$ cat src/rtl/reset_seq_pkg.sv
// Package of constants for the reset stretch sequencer
package reset_seq_pkg;
    // ----------------------------------------
    // Slow reference clock and timing
    // ----------------------------------------
    localparam int SYS_CLK_MHZ = 100;
    localparam int SLOW_CLK_HZ = 32000;
    localparam int POR_PULSE_MS = 300;
    localparam int POR_PULSE_SLOW_CYCLES = POR_PULSE_MS * SLOW_CLK_HZ / 1000;
    localparam int SDRAM_STRETCH_CYCLES = 7;
    localparam int SYS_STRETCH_CYCLES = 14;
    localparam int HARD_QUAL_CYCLES = 4;
    localparam int CNT_W = 16;
    // ----------------------------------------
    // Sequencer states
    // ----------------------------------------
    typedef enum logic [2:0] {
        ST_POR = 3'b001,
        ST_RUN = 3'b010,
        ST_HOLD = 3'b100
    } seq_state_t;
endpackage

$ cat src/rtl/reset_stretch_if.sv
// Interface carrying slow-tick events between stretcher parts
`timescale 1ns/1ps
interface reset_stretch_if;
    logic slowTick;
    logic srcActive;
    logic outActive;
    modport ctrl (output slowTick, output srcActive, input outActive);
    modport strc (input slowTick, input srcActive, output outActive);
endinterface

$ cat src/rtl/reset_stretch_sequencer.sv
// Top of the reset stretch sequencer
`timescale 1ns/1ps
module reset_stretch_sequencer
    import reset_seq_pkg::*;
#(
    parameter int POR_CYCLES = POR_PULSE_SLOW_CYCLES
) (
    // Clock and reset
    input wire logic clk,
    input wire logic rst_b,
    // Power-on reset and slow reference clock
    input wire logic powerOnResetB,
    input wire logic slowRefClock,
    // Hard-reset pin
    input wire logic hardResetInB,
    // Reset outputs
    output logic sdramResetB,
    output logic internalSystemResetB,
    output logic resetOutB
);
    logic [1:0] rstSync_r;
    logic rstSyncB;
    logic [2:0] clkSync_r;
    logic [2:0] porSync_r;
    logic [2:0] hardSync_r;
    logic slowLvl_r;
    logic slowTick;
    logic porIn_r;
    logic hardIn_r;
    logic [2:0] qualCnt_r;
    logic hardQual_r;
    logic [CNT_W-1:0] porCnt_r;
    seq_state_t state_r;
    logic porActive;
    logic srcActive;
    logic sdramRst_r;
    logic sysRst_r;

    reset_stretch_if sdLink ();
    reset_stretch_if syLink ();

    // ----------------------------------------
    // Reset release synchroniser
    // ----------------------------------------
    always_ff @(posedge clk or negedge rst_b) begin
        if (!rst_b) begin
            rstSync_r <= 2'b00;
        end else begin
            rstSync_r <= {rstSync_r[0], 1'b1};
        end
    end
    assign rstSyncB = rstSync_r[1];

    // ----------------------------------------
    // Input synchronisers, three stages
    // ----------------------------------------
    always_ff @(posedge clk or negedge rstSyncB) begin
        if (!rstSyncB) begin
            clkSync_r <= 3'b000;
            porSync_r <= 3'b000;
            hardSync_r <= 3'b111;
        end else begin
            clkSync_r <= {clkSync_r[1:0], slowRefClock};
            porSync_r <= {porSync_r[1:0], powerOnResetB};
            hardSync_r <= {hardSync_r[1:0], hardResetInB};
        end
    end

    // Accept a change once stages two and three agree
    always_ff @(posedge clk or negedge rstSyncB) begin
        if (!rstSyncB) begin
            slowLvl_r <= 1'b0;
            porIn_r <= 1'b1;
            hardIn_r <= 1'b0;
        end else begin
            if (clkSync_r[2] == clkSync_r[1]) begin
                slowLvl_r <= clkSync_r[2];
            end
            if (porSync_r[2] == porSync_r[1]) begin
                porIn_r <= !porSync_r[2];
            end
            if (hardSync_r[2] == hardSync_r[1]) begin
                hardIn_r <= !hardSync_r[2];
            end
        end
    end
    assign slowTick = (clkSync_r[2] == clkSync_r[1]) && clkSync_r[2] && !slowLvl_r;

    // ----------------------------------------
    // Hard-reset qualifier
    // ----------------------------------------
    always_ff @(posedge clk or negedge rstSyncB) begin
        if (!rstSyncB) begin
            qualCnt_r <= 3'b000;
            hardQual_r <= 1'b0;
        end else if (!hardIn_r) begin
            qualCnt_r <= 3'b000;
            hardQual_r <= 1'b0;
        end else if (slowTick && !hardQual_r) begin
            if (qualCnt_r == 3'(HARD_QUAL_CYCLES - 1)) begin
                hardQual_r <= 1'b1;
            end
            qualCnt_r <= qualCnt_r + 3'd1;
        end
    end

    // ----------------------------------------
    // Internal power-on reset pulse
    // ----------------------------------------
    always_ff @(posedge clk or negedge rstSyncB) begin
        if (!rstSyncB) begin
            state_r <= ST_POR;
            porCnt_r <= '0;
        end else begin
            case (state_r)
                ST_POR: begin
                    if (!porIn_r) begin
                        state_r <= ST_HOLD;
                        porCnt_r <= '0;
                    end
                end
                ST_HOLD: begin
                    if (porIn_r) begin
                        state_r <= ST_POR;
                    end else if (slowTick) begin
                        if (porCnt_r == CNT_W'(POR_CYCLES - 1)) begin
                            state_r <= ST_RUN;
                        end
                        porCnt_r <= porCnt_r + CNT_W'(1);
                    end
                end
                ST_RUN: begin
                    if (porIn_r) begin
                        state_r <= ST_POR;
                    end
                end
                default: begin
                    state_r <= ST_POR;
                end
            endcase
        end
    end
    assign porActive = (state_r != ST_RUN);
    assign srcActive = porActive || hardQual_r;

    // ----------------------------------------
    // Output stretchers
    // ----------------------------------------
    assign sdLink.slowTick = slowTick;
    assign sdLink.srcActive = srcActive;
    assign syLink.slowTick = slowTick;
    assign syLink.srcActive = srcActive;

    reset_stretcher #(.STRETCH(SDRAM_STRETCH_CYCLES)) u_sdram (
        .clk(clk),
        .rstSyncB(rstSyncB),
        .link(sdLink.strc)
    );
    reset_stretcher #(.STRETCH(SYS_STRETCH_CYCLES)) u_sys (
        .clk(clk),
        .rstSyncB(rstSyncB),
        .link(syLink.strc)
    );

    always_ff @(posedge clk or negedge rstSyncB) begin
        if (!rstSyncB) begin
            sdramRst_r <= 1'b1;
            sysRst_r <= 1'b1;
        end else begin
            sdramRst_r <= sdLink.outActive;
            sysRst_r <= syLink.outActive;
        end
    end
    assign sdramResetB = !sdramRst_r;
    assign internalSystemResetB = !sysRst_r;
    assign resetOutB = !sysRst_r;
endmodule // reset_stretch_sequencer

$ cat src/rtl/reset_stretcher.sv
// Release stretcher counting slow reference clock ticks
`timescale 1ns/1ps
module reset_stretcher
    import reset_seq_pkg::*;
#(
    parameter int STRETCH = 7
) (
    // Clock and reset
    input wire logic clk,
    input wire logic rstSyncB,
    // Control link
    reset_stretch_if.strc link
);
    logic [CNT_W-1:0] cnt_r;

    // ----------------------------------------
    // Hold output until STRETCH ticks after release
    // ----------------------------------------
    always_ff @(posedge clk or negedge rstSyncB) begin
        if (!rstSyncB) begin
            cnt_r <= CNT_W'(STRETCH);
        end else if (link.srcActive) begin
            cnt_r <= CNT_W'(STRETCH);
        end else if (link.slowTick && cnt_r != '0) begin
            cnt_r <= cnt_r - CNT_W'(1);
        end
    end

    assign link.outActive = link.srcActive || (cnt_r != '0);
endmodule // reset_stretcher
$ cat config.mk
export PLATFORM = sky130hd
export DESIGN_NAME = reset_stretch_sequencer
export DESIGN_NICKNAME = d
export VERILOG_FILES = /design/src/rtl/reset_seq_pkg.sv /design/src/rtl/reset_stretch_if.sv /design/src/rtl/reset_stretch_sequencer.sv /design/src/rtl/reset_stretcher.sv
export SDC_FILE = /design/constraint.sdc
export NUM_CORES = 1
export LEC_CHECK = 0
export BUFFER_PORTS_ARGS = -buffer_cell sky130_fd_sc_hd__buf_2
export CORE_MARGIN = 2
export CORE_UTILIZATION = 27
export DETAILED_ROUTE_END_ITERATION = 10
export GPL_TIMING_DRIVEN = 0
export SKIP_LAST_GASP = 1
export SYNTH_ARGS = -nofsm -noshare
export SYNTH_HDL_FRONTEND = slang
export SYNTH_SLANG_ARGS = --single-unit
$ cat constraint.sdc
create_clock -name clk -period 2.55 [get_ports clk]
set_input_delay 0.1275 -clock clk [delete_from_list [all_inputs] [get_ports clk]]
set_output_delay 0.1275 -clock clk [all_outputs]
set_load 0.02 [all_outputs]
==> impl_metrics.yaml, run 1 <==
synthesis:
  synth.ff_latch_count: 71
  synth_edf_count: 0
  async_flop_share: 1.00
  yosysSeqAreaShare: 0.493
  synth_nets: 386
  synth_common_cells: "dfrtp_1 (58), nand2_1 (31), a21oi_1 (26), o21ai_0 (26), or4_1 (19)"
  synthesis.area_um2: 3640
  ys_warn_count: 0
  ys_types: 57
  synth_cells: 375
  avgSynthCellArea_um2: 9.70
  synthMostInstantiatedCell: "dfrtp_1"
  synthFlopType: "dfrtp_1"
  synth_area_leaders: "dfrtp_1 (40%), dfstp_2 (9.4%), or4_1 (3.9%)"
  synth_top_area_frac: 0.399
  synth.largest_area_cell: "dfrtp_1"
pwr:
  peakVddDrop_uv: 476
  p_int_mw: 1.87
  p_clk_frac: 0.458
  pwr-share-comb: 0.057
  p_seq_frac: 0.485
  p_sw_mw: 0.620
  power_mw: 2.49
  p_leak_nw: 1.68
  p_per_area_nw_per_um2: 591
  swShare: 0.249
global_route:
  grt_pass1_vias: 2910
  antenna_found_initial: 0
  grt-ovfl-total: 0
  grt_pass1_wl_um: 14100
  grt_start_max_net_pins: 70
  grt_usage: 0.119
clock_tree:
  cts_buffers: 9
  clk_path_buf_depth: 2
  cts_sinks: 71
  path_clk_slew_ps: 60
  worstSkewPairLatency_ps: 340
  post_cts_buffers: 0
  cts_root_buf: "clkbuf_16"
  cts_tree: "built"
  htreeDepth: 3
finish:
  final_cells: 577
  fin_nets: 407
  diodes: 0
  drive_gt1_frac: 0.122
  syn_to_final_growth_pct: 15.9
die:
  rows: 42
  core_area_um2: 13200
  io_pins: 8
  die_area_um2: 14400
  die_y_um: 120
  die_x_um: 120
  initial_core_util: 0.276
worst_setup_path:
  crit_family: "simple AND/OR/NAND/NOR gates"
  cp_max_fo: 8
  cp_slowest_stage_delay_ps: 530
  arrival_ps: 2600
  crit_required_ps: 2800
  crit_chain: "inv_1 -> ha_1 -> or3b_1 -> or4_4 -> or4_1 -> a21oi_1"
  crit_path_end_kind: "flip-flop"
  cp-start-kind: "flip-flop"
  crit_slowest_cell: "or4_1"
  critPathKind: "flip-flop to flip-flop"
  cp_num_buf_inv: 1
place:
  place_hpwl_um: 5240
  io_buffer_count: 7
  post-place-ws_ps: -83.5
  gp_congestion: 0.813
  dp.cells: 558
timing:
  fin_crit_ps: 2350
  finalHoldViolations: 0
  worst_pin_slew_ps: 896
  setup_violations: 0
  fin_ws_ps: 203
  slew_violations: 0
  fmax_mhz: 426
  rsz0062_at_grt: "false"
  slew_headroom: 0.403
  skew_ps: 8.73
  fin_crit_sh: 0.921
detailed_routing:
  avgRoutedWirePerCell_um: 13.6
  drt_iter0_drc: 128
  vias_per_cell: 5.13
  ant_nets: 0
  drt_first_pass_iters: 4
  num_vias: 2962
  drc: 0
  routed_wl_um: 7850
worst_hold_path:
  hp-class: "primary input to async pin"
flow_run:
  cap_violations: 0
outcome:
  status: "finished clean"
[metal layers]
metal | vias to the layer above | track usage | share of wire
met3 | 12 | 0.0356 | 0.031
met4 | 0 | 0.0404 | 0.014
li1 | 1444 | - | -
met5 | - | 0 | 0
met1 | 1465 | 0.157 | 0.50
met2 | 41 | 0.186 | 0.46
[cells by family after synthesis]
| family | after synthesis | share of synthesized area |
|---|---|---|
| xor gates and xnor gates | 3 | 0.00722 |
| adders and majority gates | 6 | 0.0206 |
| other | 1 | 0.00103 |
| DFF | 71 | 0.493 |
| buffers and inverters | 32 | 0.0351 |
| and+or+nand+nor | 163 | 0.264 |
| AOI/OAI and AO/OA | 92 | 0.160 |
| muxes | 7 | 0.0196 |
[final timing paths]
check	startpoint	endpoint	slack, ps	cells after the start
min in group clk	clkSync_r[0]	clkSync_r[1]	350	0
worst max-delay path	u_sdram.cnt_r[0]	u_sdram.cnt_r[14]	200	6
max in group asynchronous	rstSync_r[1]	porCnt_r[10]	1500	0
worst min-delay path	rst_b	rstSync_r[0]	100	2
worst min register to register	clkSync_r[0]	clkSync_r[1]	350	0
worst max register to register	u_sdram.cnt_r[0]	u_sdram.cnt_r[14]	200	6
[power by group through the flow]
| stage | sequential [mW] | clock [mW] | combinational [mW] |
|---|---|---|---|
| after floorplan | 1.21 | 0 | 0.102 |
| after CTS | 1.21 | 1.17 | 0.140 |
| final | 1.21 | 1.14 | 0.142 |
| after detailed placement | 1.23 | 0 | 0.134 |
| after global routing | 1.22 | 1.22 | 0.161 |
| after global placement | 1.23 | 0 | 0.131 |
[registers in the layout, indices dropped and copies added (netlist names)]
| signal | flops |
|---|---|
| clkSync_r | 3 |
| hardIn_r | 1 |
| hardQual_r | 1 |
| hardSync_r | 3 |
| porCnt_r | 16 |
| porIn_r | 1 |
| porSync_r | 3 |
| qualCnt_r | 3 |
| rstSync_r | 2 |
| sdramRst_r | 1 |
| slowLvl_r | 1 |
| state_r | 3 |
| sysRst_r | 1 |
| u_sdram.cnt_r | 16 |
| u_sys.cnt_r | 16 |
[layout make-up]
| cell class | instances | area [µm²] |
|---|---|---|
| plain buffers | 18 | 75.1 |
| clock buffers | 11 | 233 |
| clock inverters | 5 | 35.0 |
| fillers | 1329 | 8970 |
| inverters | 13 | 48.8 |
| multi-input cells | 272 | 1730 |
| flip-flops and latches | 71 | 1800 |
| well taps | 176 | 220 |
| repair buffers | 11 | 75.1 |
[repair_timing]
| action | 4_1_cts | 5_1_grt |
|---|---|---|
| gates resized for setup | 1 | 2 |
| pin swaps | 0 | 0 |
| endpoints found under the hold margin | 5 | 0 |
| endpoints found under the setup margin | 6 | 4 |
| hold buffers | 4 | 0 |
[layout by cell type, fill, tap and decap left out, types with 3 or more instances in the layout]
| master | n |
|---|---|
| nand4_1 | 8 |
| and2_1 | 6 |
| dfrtp_1 | 57 |
| a21oi_1 | 26 |
| nor4b_1 | 3 |
| or3_1 | 14 |
| nand2b_1 | 9 |
| nand2_1 | 31 |
| clkbuf_1 | 16 |
| nor4_1 | 8 |
| clkbuf_16 | 9 |
| and4_1 | 5 |
| mux2i_1 | 6 |
| nor3_1 | 8 |
| o31ai_1 | 9 |
| dfstp_2 | 13 |
| a31oi_1 | 4 |
| a41o_1 | 3 |
| o21ai_0 | 26 |
| dlygate4sd3_1 | 4 |
| a21o_1 | 3 |
| nand3_1 | 12 |
| nor2b_1 | 5 |
| or2_2 | 4 |
| ha_1 | 6 |
| or4_1 | 18 |
| inv_1 | 13 |
| nor2_1 | 15 |
| and3_1 | 3 |
| buf_2 | 10 |
| xor2_1 | 3 |
| or4b_1 | 3 |
[metrics by stage]
stage,hold slack [ps],utilization,TNS (ps),instance area [µm²]
floorplan,-168,-,0,3640
global placement,-87.0,0.295,-24070,3890
detailed placement,-86.4,0.295,-236,3900
CTS,94.9,0.319,0,4210
global route,109,0.320,0,4220
finish,103,0.320,0,4220
(Power assumes the default switching activity.)
==> inputs of run 2 (changes only) <==
- CAP_MARGIN: unset -> 25
- CELL_PAD_IN_SITES_DETAIL_PLACEMENT: unset -> 1
- CELL_PAD_IN_SITES_GLOBAL_PLACEMENT: unset -> 1
- PLACE_DENSITY_LB_ADDON: unset -> 0.1
==> run 2 against run 1 <==
First-iteration DRC count up 25%. Clock-buffer cell count decreased by 2. Setup slack improved by 30 ps. Largest power group is now the clock network. Total power up 7.2%. Clock skew decreased by 2.1 ps. Largest cell class unchanged. Critical path depth unchanged.
==> impl_metrics.yaml, run 2 (same netlist as run 1, synthesis figures left out) <==
detailed_routing:
  drc: 0
  drt_iter0_drc: 160
  routed_wl_um: 9290
  vias_per_cell: 5.17
  avgRoutedWirePerCell_um: 16.1
  drt_first_pass_iters: 4
  ant_nets: 0
  num_vias: 2991
flow_run:
  cap_violations: 0
clock_tree:
  post_cts_buffers: 0
  clk_path_buf_depth: 2
  cts_tree: "built"
  htreeDepth: 3
  cts_buffers: 9
  cts_sinks: 71
  path_clk_slew_ps: 60
  cts_root_buf: "clkbuf_16"
  worstSkewPairLatency_ps: 340
finish:
  final_cells: 578
  seq_area_um2: 1800
  multi_input_area_um2: 1750
  diodes: 0
  top_regs: "porCnt_r (16), u_sdram.cnt_r (16), u_sys.cnt_r (16)"
  fillers: 1529
  layout_common_cells: "dfrtp_1 (57), nand2_1 (31), o21ai_0 (26), a21oi_1 (26), or4_1 (18)"
  syn_to_final_growth_pct: 18.1
  layout_commonest_cell: "dfrtp_1"
  post-route-util: 0.326
  drive_gt1_frac: 0.137
  fin_nets: 408
worst_setup_path:
  rr_startpoint: "u_sdram.cnt_r[0]"
  arrival_ps: 2580
  reg2reg_depth: 6
  crit_slowest_cell: "or4_1"
  crit_path_end_kind: "flip-flop"
  cp-start-kind: "flip-flop"
  crit_required_ps: 2810
  cp_slowest_stage_delay_ps: 530
  rrSetupSlack_ps: 230
  critPathKind: "flip-flop to flip-flop"
  crit_chain: "inv_1 -> ha_1 -> or3b_1 -> or4_4 -> or4_1 -> a21oi_1"
  startpoint: "u_sdram.cnt_r[0]"
  cp_max_fo: 8
  r2r-end: "u_sdram.cnt_r[14]"
die:
  core_area_um2: 13200
  rows: 42
  io_pins: 8
  die_area_um2: 14400
  initial_core_util: 0.276
  die_x_um: 120
  die_y_um: 120
timing:
  skew_ps: 6.59
  rsz0062_at_grt: "false"
  fin_crit_ps: 2320
  setup_tns_ps: 0
  worst_pin_slew_ps: 725
  fin_crit_sh: 0.909
  slew_headroom: 0.513
  fmax_mhz: 432
  finalHoldViolations: 0
  slew_violations: 0
  setup_violations: 0
global_route:
  grt_pass1_vias: 3137
  grt_start_max_net_pins: 58
  grt_pass1_wl_um: 16000
  grt-ovfl-total: 0
  antenna_found_initial: 0
  grt_usage: 0.141
outcome:
  status: "finished clean"
place:
  io_buffer_count: 7
  place_hpwl_um: 6400
  dp.cells: 559
  gp_congestion: 0.736
worst_hold_path:
  hp-class: "primary input to async pin"
pwr:
  p_per_area_nw_per_um2: 622
  p_leak_nw: 1.72
  peakVddDrop_uv: 366
  power_mw: 2.67
[run 2: where the power goes]
part	switching, mW	internal (mW)
logic	0.118	0.0561
clock network	0.537	0.769
registers	0.0290	1.16
[run 2: critical path: cells and delay by family, from the launching register on]
kind,cells,cell delay (ps)
adder cells (fa/ha/maj),1,190
flip-flops,1,380
AND/OR/NAND/NOR,3,1440
buffers and inverters,1,70
AO/OA/AOI/OAI,1,160
[run 2: how the worst max path moves through the flow]
stage,end
floorplan,u_sdram.cnt_r[14]
global placement,u_sys.cnt_r[5]
detailed placement,porCnt_r[13]
CTS,porCnt_r[13]
global route,u_sys.cnt_r[7]
finish,u_sdram.cnt_r[14]
[run 2: what timing repair did]
action	4_1_cts	5_1_grt
hold buffers	4	0
resized for setup	1	6
endpoints found under the hold margin	5	0
endpoints found under the setup margin	1	16
[run 2: area by class of cell]
class | count | area share
multi-input combinational | 272 | 0.407
sequential | 71 | 0.418
inverter | 13 | 0.0114
buffer | 18 | 0.0178
clock buffer | 9 | 0.0524
tap | 176 | 0.0513
clock inverter | 7 | 0.0184
timing repair buffer | 12 | 0.0239
[run 2: routing by layer]
| metal | track usage | share of wire | vias up |
|---|---|---|---|
| met3 | 0.0480 | 0.033 | 13 |
| met2 | 0.219 | 0.46 | 32 |
| met1 | 0.186 | 0.49 | 1500 |
| li1 | - | - | 1446 |
| met5 | 0 | 0 | - |
| met4 | 0.0441 | 0.019 | 0 |
[run 2: through the flow]
step	instance area (µm²)	hold WS, ps	setup WS [ps]
2_1_floorplan	3640	-168	343
3_3_place_gp	3890	-88.2	-696
3_5_place_dp	3930	-84.2	8.57
4_1_cts	4280	78.0	85.4
5_1_grt	4300	95.0	50.6
6_report	4300	95.9	233
==> inputs of run 3 (changes only) <==
- CORE_UTILIZATION: 27 -> 35
- CTS_CLUSTER_SIZE: unset -> 12
==> run 3 against run 2 <==
First-iteration DRC count decreased by 61%. Wire length is 3.3% lower. Die area shrank 22%. Flip-flop and latch count unchanged. Global-route usage grew 2.9 points. Sequential power about the same. Total power fell by 10%. Register-to-register slack lost 140 ps. Largest cell class unchanged. Largest power group is now registers.
==> impl_metrics.yaml, run 3 (same netlist as run 1, synthesis figures left out) <==
detailed_routing:
  avgRoutedWirePerCell_um: 16.7
  drt_first_pass_iters: 4
  drt_iter0_drc: 62
  drc: 0
  ant_nets: 0
  routed_wl_um: 8990
  num_vias: 2995
  vias_per_cell: 5.57
place:
  gp_congestion: 0.781
  place_hpwl_um: 6240
  place_area_um2: 3870
  io_buffer_count: 7
finish:
  top_regs: "porCnt_r (16), u_sdram.cnt_r (16), u_sys.cnt_r (16)"
  syn_to_final_growth_pct: 14.2
  layout_commonest_cell: "dfrtp_1"
  layout_common_cells: "dfrtp_1 (57), nand2_1 (31), o21ai_0 (26), a21oi_1 (26), or4_1 (18)"
  fillers: 1156
  drive_gt1_frac: 0.132
  diodes: 0
  post-route-util: 0.406
  fin_nets: 408
  stdcell_area_um2: 4160
pwr:
  swShare: 0.258
  peakVddDrop_uv: 331
  pwr-share-comb: 0.069
  p_leak_nw: 1.68
  p_clk_frac: 0.433
  p_int_mw: 1.78
  p_sw_mw: 0.619
  p_per_area_nw_per_um2: 577
  p_seq_frac: 0.498
clock_tree:
  cts_sinks: 71
  path_clk_slew_ps: 90
  cts_buffers: 9
  cts_tree: "built"
  worstSkewPairLatency_ps: 350
  htreeDepth: 3
  cts_root_buf: "clkbuf_8"
  post_cts_buffers: 0
  clk_path_buf_depth: 2
timing:
  fin_crit_sh: 0.963
  fmax_mhz: 407
  setup_violations: 0
  slew_violations: 0
  skew_ps: 15.0
  worst_pin_slew_ps: 886
  fin_crit_ps: 2460
  rsz0062_at_grt: "true"
  slew_headroom: 0.404
  finalHoldViolations: 0
worst_setup_path:
  crit_path_end_kind: "flip-flop"
  cp_slowest_stage_delay_ps: 660
  crit_slowest_cell: "nor4bb_1"
  arrival_ps: 2720
  cp-start-kind: "flip-flop"
  critPathKind: "flip-flop to flip-flop"
  cp_max_fo: 10
  reg2reg_depth: 5
  crit_required_ps: 2820
  crit_chain: "ha_1 -> nor4bb_1 -> o2111ai_2 -> or4_1 -> a21oi_1"
flow_run:
  cap_violations: 0
global_route:
  antenna_found_initial: 0
  grt_start_max_net_pins: 50
  grt_pass1_vias: 3099
  grt-ovfl-total: 0
  grt_usage: 0.170
  grt_pass1_wl_um: 15300
die:
  rows: 37
  initial_core_util: 0.356
  die_area_um2: 11200
  core_area_um2: 10200
  io_pins: 8
  die_y_um: 106
  die_x_um: 106
worst_hold_path:
  hp-class: "primary input to async pin"
outcome:
  status: "finished clean"
run 3: worst max-delay path: cells and delay by family (launching register included):
family / cells / cell delay, ps
and+or+nand+nor: 2 / 1210
DFF: 1 / 400
adders and majority gates: 1 / 260
AOI/OAI and AO/OA: 2 / 490
run 3: final timing paths:
check                           slack, ps       endpoint     startpoint
worst max-delay path                   90   porCnt_r[13]   clkSync_r[1]
worst min-delay path                   80   rstSync_r[0]          rst_b
worst max register to register         90   porCnt_r[13]   clkSync_r[1]
worst min register to register        220   porSync_r[2]   rstSync_r[1]
max in group asynchronous            1710       sysRst_r   rstSync_r[1]
min in group clk                      360  hardSync_r[1]  hardSync_r[0]
run 3: what timing repair did:
item / in CTS / in global routing
gates resized for setup: 1 / 4
setup endpoints to repair: 10 / 10
hold buffers: 4 / 0
endpoints found under the hold margin: 5 / 0
run 3: layout make-up:
type,count,area (µm²),share of cell area
clock buffer,9,124,0.0298
timing repair buffer,12,103,0.0247
tap,136,170,0.0410
multi-input combinational,272,1730,0.417
sequential,71,1800,0.432
clock inverter,7,103,0.0247
buffer,18,76.3,0.0184
inverter,13,48.8,0.0117
run 3: power by group through the flow:
stage	Sequential, mW	Clock (mW)	Combinational, mW
after floorplan	1.21	0	0.102
after global placement	1.23	0	0.137
after detailed placement	1.21	0	0.164
after CTS	1.19	1.07	0.170
after global routing	1.20	1.11	0.190
final	1.19	1.04	0.166
run 3: routing by layer:
layer | vias up | part of all wire | global-route usage | wire [µm]
li1 | 1451 | - | - | -
met1 | 1516 | 0.48 | 0.220 | 4320
met2 | 18 | 0.49 | 0.291 | 4400
met3 | 10 | 0.019 | 0.0331 | 167
met4 | 0 | 0.011 | 0.0479 | 97
met5 | - | 0 | 0 | 0
run 3: through the flow:
step                TNS, ps  total power, mW  hold WS [ps]  cells  worst slack (ps)
floorplan                 0             1.31          -168    375               343
global placement     -32870             1.36         -87.4    518              -562
detailed placement    -1480             1.38         -83.7    519              -208
CTS                       0             2.44          58.0    539              32.4
global route          -62.6             2.50          63.6    538             -45.2
finish                    0             2.40          80.3    538              94.9
